$ cat src/design/csf_pkg.sv
// constants for the forwarding arbiter: register map, field positions, reset values
// assumes an 8-bit register port with byte addresses as listed here
package csf_pkg;
    // register addresses
    localparam logic [7:0] ADDR_PORT_CTL = 8'h20;
    localparam logic [7:0] ADDR_MODE_CTL = 8'h21;
    localparam logic [7:0] ADDR_SYNC_STS = 8'h22;
    localparam logic [7:0] ADDR_IRQ_STS = 8'h30;
    localparam logic [7:0] ADDR_IRQ_MASK = 8'h31;
    // forwarding_mode_control fields
    localparam int BIT_REPLICATE = 7;
    localparam int BIT_AS_AVAIL = 6;
    localparam int SYNC_MODE_LSB = 2;
    localparam int BIT_RR_FWD = 0;
    localparam logic [7:0] MODE_RESET = 8'h01;
    localparam logic [7:0] MODE_WMASK = 8'hcd;
    // port control fields
    localparam int BIT_SECOND_DIS = 5;
    localparam int BIT_FIRST_DIS = 4;
    localparam logic [7:0] PORT_RESET = 8'h30;
    localparam logic [7:0] PORT_WMASK = 8'h30;
    // forwarding_sync_status fields
    localparam int BIT_SYNC_FAIL = 2;
    localparam int BIT_SYNC_LOCK = 0;
    // interrupt status and mask fields
    localparam int IRQ_FAIL = 0;
    localparam int IRQ_LOCK = 1;
    localparam logic [1:0] IRQ_RESET = 2'h0;
    // synchronized forwarding mode codes
    localparam logic [1:0] SYNC_OFF = 2'h0;
    localparam logic [1:0] SYNC_BASIC = 2'h1;
    localparam logic [1:0] SYNC_INTERLEAVE = 2'h2;
    localparam logic [1:0] SYNC_CONCAT = 2'h3;
endpackage : csf_pkg

$ cat src/design/csf_forward_ctl.sv
// forwarding arbiter for two receive ports onto the transmit stream, with status
// assumes receive ports are same-clock logic holding rx_avail until rx_take
// Overview of operation
// - replicate bit copies port 0 output to port 1
// - both outputs carry identical data when replicating
// - sync forwarding waits for all enabled ports
// - as-available sends long lines without waiting
// - as-available ignored in concat and sync packets
// - two-bit sync mode decode: off/basic/interleave/concat
// - round-robin forwards available data, no sync
// - failure flag only after a good frame
// - reading status clears the failure flag
// - locked bit shows current synchronized delivery
// - locked bit zero when sync forwarding off
// - per-port disables gate the forwarding sources
`timescale 1ns/1ps
module csf_forward_ctl #(
    parameter int DW = 8
) (
    // clock and reset
    input wire logic clk,
    input wire logic rst,
    // register port
    input wire logic [7:0] addr,
    input wire logic [7:0] wdata,
    input wire logic wr,
    input wire logic rd,
    output logic [7:0] rdata,
    // receive ports
    input wire logic [1:0] rx_avail,
    input wire logic [1:0] rx_long,
    input wire logic [1:0] rx_frame_end,
    input wire logic [DW-1:0] rx_data0,
    input wire logic [DW-1:0] rx_data1,
    output logic [1:0] rx_take,
    // transmit port 0
    output logic tx0_valid,
    output logic [1:0] tx0_src,
    output logic tx0_long,
    output logic [2*DW-1:0] tx0_data,
    // transmit port 1
    output logic tx1_valid,
    output logic [1:0] tx1_src,
    output logic tx1_long,
    output logic [2*DW-1:0] tx1_data,
    // interrupt
    output logic irq
);
    typedef enum logic [1:0] {FS_IDLE, FS_SECOND, FS_GAP} csf_state_e;

    csf_state_e state, next_state;
    logic [7:0] port_ctl, next_port_ctl;
    logic [7:0] mode_ctl, next_mode_ctl;
    logic [1:0] owed, next_owed;
    logic [1:0] last_grant, next_last_grant;
    logic ilv_second, next_ilv_second;
    logic frame_ok, next_frame_ok;
    logic fail, next_fail;
    logic locked, next_locked;
    logic [1:0] irq_sts, next_irq_sts;
    logic [1:0] irq_mask, next_irq_mask;
    logic next_irq;
    logic [7:0] next_rdata;
    logic [1:0] next_take;
    logic next_tx_valid, next_tx_long;
    logic [1:0] next_tx_src;
    logic [2*DW-1:0] next_tx_data;

    logic replicate, as_avail, rr_on, sync_on, concat;
    logic [1:0] smode, en, av, all_en, early, pick_req, pick;
    logic all_av, mismatch, check, fail_set, sts_read;
    logic [1:0] first;

    assign replicate = mode_ctl[csf_pkg::BIT_REPLICATE];
    assign as_avail = mode_ctl[csf_pkg::BIT_AS_AVAIL];
    assign smode = mode_ctl[csf_pkg::SYNC_MODE_LSB +: 2];
    assign sync_on = (smode != csf_pkg::SYNC_OFF);
    assign concat = (smode == csf_pkg::SYNC_CONCAT);
    assign rr_on = mode_ctl[csf_pkg::BIT_RR_FWD] && !sync_on;
    assign en = ~{port_ctl[csf_pkg::BIT_SECOND_DIS], port_ctl[csf_pkg::BIT_FIRST_DIS]};
    assign av = rx_avail & en;
    assign all_en = en;
    assign all_av = (en != 2'h0) && (av == all_en);
    assign mismatch = (en == 2'h3) && ((rx_long[0] != rx_long[1])
                      || (rx_frame_end[0] != rx_frame_end[1]));
    assign early = av & rx_long;
    assign pick_req = rr_on ? av : early;
    assign check = (state == FS_IDLE) && sync_on && all_av;
    assign fail_set = check && mismatch && frame_ok;
    assign sts_read = rd && (addr == csf_pkg::ADDR_SYNC_STS);

    csf_rr_pick #(.N(2)) u_pick (
        .req(pick_req),
        .last(last_grant),
        .grant(pick)
    );

    // forwarding engine
    always_comb
    begin
        next_state = state;
        next_owed = owed;
        next_last_grant = last_grant;
        next_ilv_second = ilv_second;
        next_take = 2'h0;
        next_tx_valid = 1'b0;
        next_tx_src = 2'h0;
        next_tx_long = 1'b0;
        next_tx_data = '0;
        first = 2'h0;
        case (state)
            FS_IDLE:
            begin
                if (rr_on && (pick != 2'h0))
                begin
                    first = pick;
                end
                else if (sync_on && all_av)
                begin
                    if (concat && (en == 2'h3))
                    begin
                        next_take = 2'h3;
                        next_tx_valid = 1'b1;
                        next_tx_src = 2'h3;
                        next_tx_long = rx_long[0];
                        next_tx_data = {rx_data1, rx_data0};
                        next_state = FS_GAP;
                    end
                    else if (en == 2'h3)
                    begin
                        // interleave alternates which port leads each line
                        first = ((smode == csf_pkg::SYNC_INTERLEAVE) && ilv_second)
                                ? 2'h2 : 2'h1;
                        next_owed = ~first;
                        next_ilv_second = !ilv_second;
                    end
                    else
                    begin
                        first = en;
                    end
                end
                else if (sync_on && as_avail && !concat && (pick != 2'h0))
                begin
                    first = pick;
                end
                if (first != 2'h0)
                begin
                    next_take = first;
                    next_last_grant = first;
                    next_tx_valid = 1'b1;
                    next_tx_src = first;
                    next_tx_long = first[1] ? rx_long[1] : rx_long[0];
                    next_tx_data = {{DW{1'b0}}, first[1] ? rx_data1 : rx_data0};
                    next_state = (next_owed != 2'h0) ? FS_SECOND : FS_GAP;
                end
            end
            FS_SECOND:
            begin
                next_take = owed;
                next_last_grant = owed;
                next_tx_valid = 1'b1;
                next_tx_src = owed;
                next_tx_long = owed[1] ? rx_long[1] : rx_long[0];
                next_tx_data = {{DW{1'b0}}, owed[1] ? rx_data1 : rx_data0};
                next_owed = 2'h0;
                next_state = FS_GAP;
            end
            FS_GAP:
            begin
                // sources refresh rx_avail the cycle after a take
                next_state = FS_IDLE;
            end
            default:
            begin
                next_state = FS_IDLE;
                next_owed = 2'h0;
            end
        endcase
    end

    always_ff @(posedge clk or posedge rst)
    begin
        if (rst)
        begin
            state <= FS_IDLE;
            owed <= 2'h0;
            last_grant <= 2'h0;
            ilv_second <= 1'b0;
            rx_take <= 2'h0;
            tx0_valid <= 1'b0;
            tx0_src <= 2'h0;
            tx0_long <= 1'b0;
            tx0_data <= '0;
            tx1_valid <= 1'b0;
            tx1_src <= 2'h0;
            tx1_long <= 1'b0;
            tx1_data <= '0;
        end
        else
        begin
            state <= next_state;
            owed <= next_owed;
            last_grant <= next_last_grant;
            ilv_second <= next_ilv_second;
            rx_take <= next_take;
            tx0_valid <= next_tx_valid;
            tx0_src <= next_tx_src;
            tx0_long <= next_tx_long;
            tx0_data <= next_tx_data;
            tx1_valid <= replicate && next_tx_valid;
            tx1_src <= replicate ? next_tx_src : 2'h0;
            tx1_long <= replicate && next_tx_long;
            tx1_data <= replicate ? next_tx_data : '0;
        end
    end

    // registers, sync status and interrupt
    always_comb
    begin
        next_port_ctl = port_ctl;
        next_mode_ctl = mode_ctl;
        next_irq_mask = irq_mask;
        next_frame_ok = frame_ok;
        if (wr && (addr == csf_pkg::ADDR_PORT_CTL))
        begin
            next_port_ctl = wdata & csf_pkg::PORT_WMASK;
        end
        if (wr && (addr == csf_pkg::ADDR_MODE_CTL))
        begin
            next_mode_ctl = wdata & csf_pkg::MODE_WMASK;
        end
        if (wr && (addr == csf_pkg::ADDR_IRQ_MASK))
        begin
            next_irq_mask = wdata[1:0];
        end
        if (!sync_on || (check && mismatch))
        begin
            next_frame_ok = 1'b0;
        end
        else if (check && rx_frame_end[0] && !(concat && (en != 2'h3)))
        begin
            next_frame_ok = 1'b1;
        end
        next_fail = (fail && !sts_read) || fail_set;
        next_locked = sync_on && next_frame_ok;
        next_irq_sts = irq_sts;
        if (wr && (addr == csf_pkg::ADDR_IRQ_STS))
        begin
            next_irq_sts = irq_sts & ~wdata[1:0];
        end
        next_irq_sts[csf_pkg::IRQ_FAIL] = next_irq_sts[csf_pkg::IRQ_FAIL] || fail_set;
        next_irq_sts[csf_pkg::IRQ_LOCK] = next_irq_sts[csf_pkg::IRQ_LOCK]
                                          || (next_locked && !locked);
        next_irq = |(next_irq_sts & next_irq_mask);
        next_rdata = 8'h00;
        if (rd)
        begin
            case (addr)
                csf_pkg::ADDR_PORT_CTL: next_rdata = port_ctl;
                csf_pkg::ADDR_MODE_CTL: next_rdata = mode_ctl;
                csf_pkg::ADDR_SYNC_STS:
                begin
                    next_rdata[csf_pkg::BIT_SYNC_FAIL] = fail;
                    next_rdata[csf_pkg::BIT_SYNC_LOCK] = locked && sync_on;
                end
                csf_pkg::ADDR_IRQ_STS: next_rdata = {6'h00, irq_sts};
                csf_pkg::ADDR_IRQ_MASK: next_rdata = {6'h00, irq_mask};
                default: next_rdata = 8'h00;
            endcase
        end
    end

    always_ff @(posedge clk or posedge rst)
    begin
        if (rst)
        begin
            port_ctl <= csf_pkg::PORT_RESET;
            mode_ctl <= csf_pkg::MODE_RESET;
            irq_mask <= csf_pkg::IRQ_RESET;
            irq_sts <= csf_pkg::IRQ_RESET;
            frame_ok <= 1'b0;
            fail <= 1'b0;
            locked <= 1'b0;
            irq <= 1'b0;
            rdata <= 8'h00;
        end
        else
        begin
            port_ctl <= next_port_ctl;
            mode_ctl <= next_mode_ctl;
            irq_mask <= next_irq_mask;
            irq_sts <= next_irq_sts;
            frame_ok <= next_frame_ok;
            fail <= next_fail;
            locked <= next_locked;
            irq <= next_irq;
            rdata <= next_rdata;
        end
    end
endmodule : csf_forward_ctl

$ cat src/design/csf_rr_pick.sv
// round-robin picker: one-hot grant among requests, starting after the last grant
// assumes last is one-hot or zero; purely combinational
`timescale 1ns/1ps
module csf_rr_pick #(
    parameter int N = 2
) (
    // requests and history
    input wire logic [N-1:0] req,
    input wire logic [N-1:0] last,
    // result
    output logic [N-1:0] grant
);
    logic [2*N-1:0] dbl;
    logic [2*N-1:0] base;
    logic [2*N-1:0] masked;
    logic [2*N-1:0] low;

    always_comb
    begin
        dbl = {req, req};
        base = (last == '0) ? {{N{1'b0}}, 1'b1, {(N-1){1'b0}}} : {{N{1'b0}}, last};
        // keep only positions strictly above the last grant
        masked = dbl & ~((base << 1) - {{(2*N-1){1'b0}}, 1'b1});
        low = masked & (~masked + {{(2*N-1){1'b0}}, 1'b1});
        grant = low[N-1:0] | low[2*N-1:N];
    end
endmodule : csf_rr_pick

$ cat config.mk
export PLATFORM = sky130hd
export DESIGN_NAME = csf_forward_ctl
export DESIGN_NICKNAME = d
export VERILOG_FILES = /design/src/design/csf_pkg.sv /design/src/design/csf_forward_ctl.sv /design/src/design/csf_rr_pick.sv
export SDC_FILE = /design/constraint.sdc
export NUM_CORES = 1
export LEC_CHECK = 0
export ABC_AREA = 1
export BUFFER_PORTS_ARGS = -buffer_cell sky130_fd_sc_hd__buf_2
export CORE_MARGIN = 5
export CORE_UTILIZATION = 52
export CTS_CLUSTER_DIAMETER = 150
export DETAILED_ROUTE_END_ITERATION = 8
export HOLD_SLACK_MARGIN = 0.02
export PLACE_DENSITY = 0.79
export SETUP_SLACK_MARGIN = 0.3
export SLEW_MARGIN = 30
export SYNTH_ARGS = -nofsm -noshare
export SYNTH_HDL_FRONTEND = slang
export SYNTH_SLANG_ARGS = --single-unit
$ cat constraint.sdc
create_clock -name clk -period 3.3 [get_ports clk]
set_input_delay 0.825 -clock clk [delete_from_list [all_inputs] [get_ports clk]]
set_output_delay 0.825 -clock clk [all_outputs]
set_load 0.01 [all_outputs]
==> flow_summary_export.csv <==
group,metric,value,unit
drt,vias_per_cell,5.11,
flow_run,max_cap_viol_count,0,
timing,rsz0062_at_grt,"false",
cts,root_buffer,"clkbuf_8",
global_route,grt_pass1_wl,13.2,mm
yosys,synthCells,376,
timing,max_clock_freq,0.503,GHz
critical_path,crit_path_cell_trace,"buf_2 > nand2_4 > nand2_1 > nand2_2 > inv_1 > nand2_1 > inv_2 > nand2_1 > nor3_1",
yosys,synth-edff-count,0,
critical_path,r2r-start,"mode_ctl[3]",
drt,drc,0,
yosys,ys_seq_area_frac,0.519,
worst_hold_path,hp-class,"reg -> reg",
cts,cts_buffer_depth,2,
cts,cts.sinks,70,
timing,finalHoldViolCount,0,
floorplanning,start_util,0.533,
finish,fill_cells,517,
placed_design,io_buffers,92,
floorplanning,dieArea,8220,um2
run_status,status,"finished clean",
critical_path,rrSetupSlack,1310,ps
global_route,met1_usage,0.268,
global_route,grt_pass1_vias,2856,
yosys,synth_cell_types,37,
critical_path,critPathArrivalTime,2230,ps
critical_path,crit_fanout,20,
critical_path,cp_common_cell,"nand2_1",
global_route,grt_busiest_layer,"met2",
global_route,antenna_found_initial,0,
yosys,synthTopCellsByArea,"dfrtp_1 (50%), nand2_1 (8.0%), nor2_1 (4.7%), nand2_2 (4.3%), inv_1 (4.0%)",
yosys,synth_top_area_cell,"dfrtp_1",
finish,area.sequential,1760,um2
finish,drive_above_1_share,0.363,
yosys,ys_ff_latch,70,
finish,fin_cells,551,
timing,slew_viol_final,0,
cts,postCtsSetupBuffers,0,
drt,drtAntennaViolNets,0,
worst_hold_path,worstHoldStart,"ilv_second",
global_route,grt_overflow,0,
yosys,syn_nets,418,
cts,clk_pin_slew,80,ps
drt,routedWlPerCell,14.2,um
placed_design,place_congestion,0.896,
cts,cts.repair.resized,0,
floorplanning,die_w,90.7,um
yosys,yosysWarnings,0,
yosys,synthTopCellsByCount,"nand2_1 (72), dfrtp_1 (67), nor2_1 (42)",
floorplanning,num_io_pins,93,
yosys,yosysMostFrequentCell,"nand2_1",
yosys,ys.flop_type,"dfrtp_1",
placed_design,place_inst,535,
timing,setup_tns,0,ps
global_route,track_usage,0.199,
critical_path,cpMaxStageDelayCell,"nand2_1",
critical_path,cp-start-kind,"input port",
global_route,grt_max_degree,40,
timing,relSlewSlack,0.453,
placed_design,dp_hpwl,5.88,mm
floorplanning,fp-row-count,29,
yosys,synth_area,3380,um2
global_route,grtUsageMet2,0.303,
yosys,async_flop_share,1.00,
finish,final_util,0.648,
timing,fin_crit,1990,ps
critical_path,crit_path_end_kind,"flop",
timing,worst_pin_slew,819,ps
drt,first_iter_violations,155,
finish,nNetsFinal,511,
timing,min_period_over_period,0.603,
timing,setup_violations,0,
cts,clk_latency,350,ps
yosys,synth.top_cell.area_share,0.495,
yosys,syn_area_per_cell,9.00,um2
drt,wl,7.85,mm
cts,htreeDepth,3,
power,power_leakage,2.40,nW
drt,drt_pass1_iterations,5,
critical_path,crit_start,"rx_avail[1]",
power,powerDensity,511,nW/um2
finish,multi_input_area,1400,um2
finish,diodes,0,
critical_path,slowest_delay,380,ps
drt,vias,2818,
critical_path,crit_type,"in -> reg",
global_route,use_met3,0.0550,
cts,holdBufCountCts,0,
floorplanning,core,6350,um2
finish,area_growth,21.5,%
floorplanning,die_y,90.7,um
critical_path,required,3540,ps
power,ir_worst_vdd,0.000359,V
cts,cts_tree,"built",
timing,fin_worst_skew,8.66,ps
cts,numCtsBuffers,9,
path summary, 6_finish.rpt:
path / to / cells after the start
max in group asynchronous: tx0_data[4] / 3
worst min-delay path: ilv_second / 1
min in group asynchronous: mode_ctl[3] / 2
worst max register to register: tx1_valid / 10
worst min register to register: ilv_second / 1
worst max-delay path: tx1_data[13] / 9
critical path: cells and delay by family:
kind / cells / cell delay (ps)
buffers and inverters: 3 / 410
AND/OR/NAND/NOR: 6 / 1000
power breakdown:
| group | internal, mW | switching [mW] | leakage, nW | total, mW |
|---|---|---|---|---|
| Clock | 0.452 | 0.355 | 0.110 | 0.806 |
| Sequential | 0.926 | 0.0765 | 0.935 | 1.00 |
| Combinational | 0.104 | 0.189 | 1.35 | 0.293 |
| Total | 1.48 | 0.620 | 2.40 | 2.10 |
per-stage QoR:
stage	cell area [um2]	hold WS [ps]	worst slack [ps]	power, mW
after global placement	3880	458	1020	1.30
after global routing	4110	507	1090	2.19
after floorplan	3380	442	712	1.20
after CTS	4110	478	1300	2.11
after detailed placement	3880	464	946	1.31
final	4110	473	1310	2.10
layer usage:
| layer | up-vias | share of wire | wire length [um] |
|---|---|---|---|
| li1 | 1389 | - | - |
| met1 | 1312 | 0.44 | 3460 |
| met2 | 108 | 0.47 | 3720 |
| met3 | 9 | 0.071 | 557 |
| met4 | 0 | 0.015 | 119 |
| met5 | - | 0 | 0 |
flip-flops by register name (all words and copies together) (netlist names), 2 cells and up:
register,flops
port_ctl,2
irq_sts,2
tx1_data,16
tx1_src,2
irq_mask,2
owed,2
rdata,8
tx0_src,2
mode_ctl,5
state,2
last_grant,2
tx0_data,16
cells in the final DEF, fill, tap and decap left out, types with 2 or more instances in the layout:
| cell type | instances |
|---|---|
| nand3_1 | 22 |
| inv_6 | 2 |
| dfrtp_1 | 67 |
| inv_2 | 6 |
| a21oi_2 | 8 |
| bufinv_16 | 2 |
| nor2_2 | 2 |
| clkbuf_8 | 10 |
| nand2_2 | 23 |
| xnor2_1 | 2 |
| nand2_4 | 12 |
| a21oi_4 | 2 |
| clkinvlp_4 | 2 |
| nor2_1 | 42 |
| o21ai_0 | 23 |
| nand2_1 | 72 |
| dfstp_2 | 3 |
| nor2_4 | 2 |
| or2_1 | 2 |
| nor3_1 | 13 |
| a21oi_1 | 15 |
| inv_1 | 35 |
| buf_2 | 92 |
final cells by class:
type,instances,share of cell area
sequential,70,0.427
multi-input combinational,254,0.340
timing repair buffer,93,0.117
inverter,41,0.0374
clock buffer,10,0.0335
tap,77,0.0234
clock inverter,6,0.0225
logic make-up (layout without fill, tap and decap cells):
logic type,after synthesis,after routing,share of synthesized area
AOI/OAI and AO/OA,58,58,0.120
and+or+nand+nor,194,194,0.288
buffers and inverters,52,150,0.0688
DFF,70,70,0.519
xor gates and xnor gates,2,2,0.00518
(Power assumes the default switching activity.)
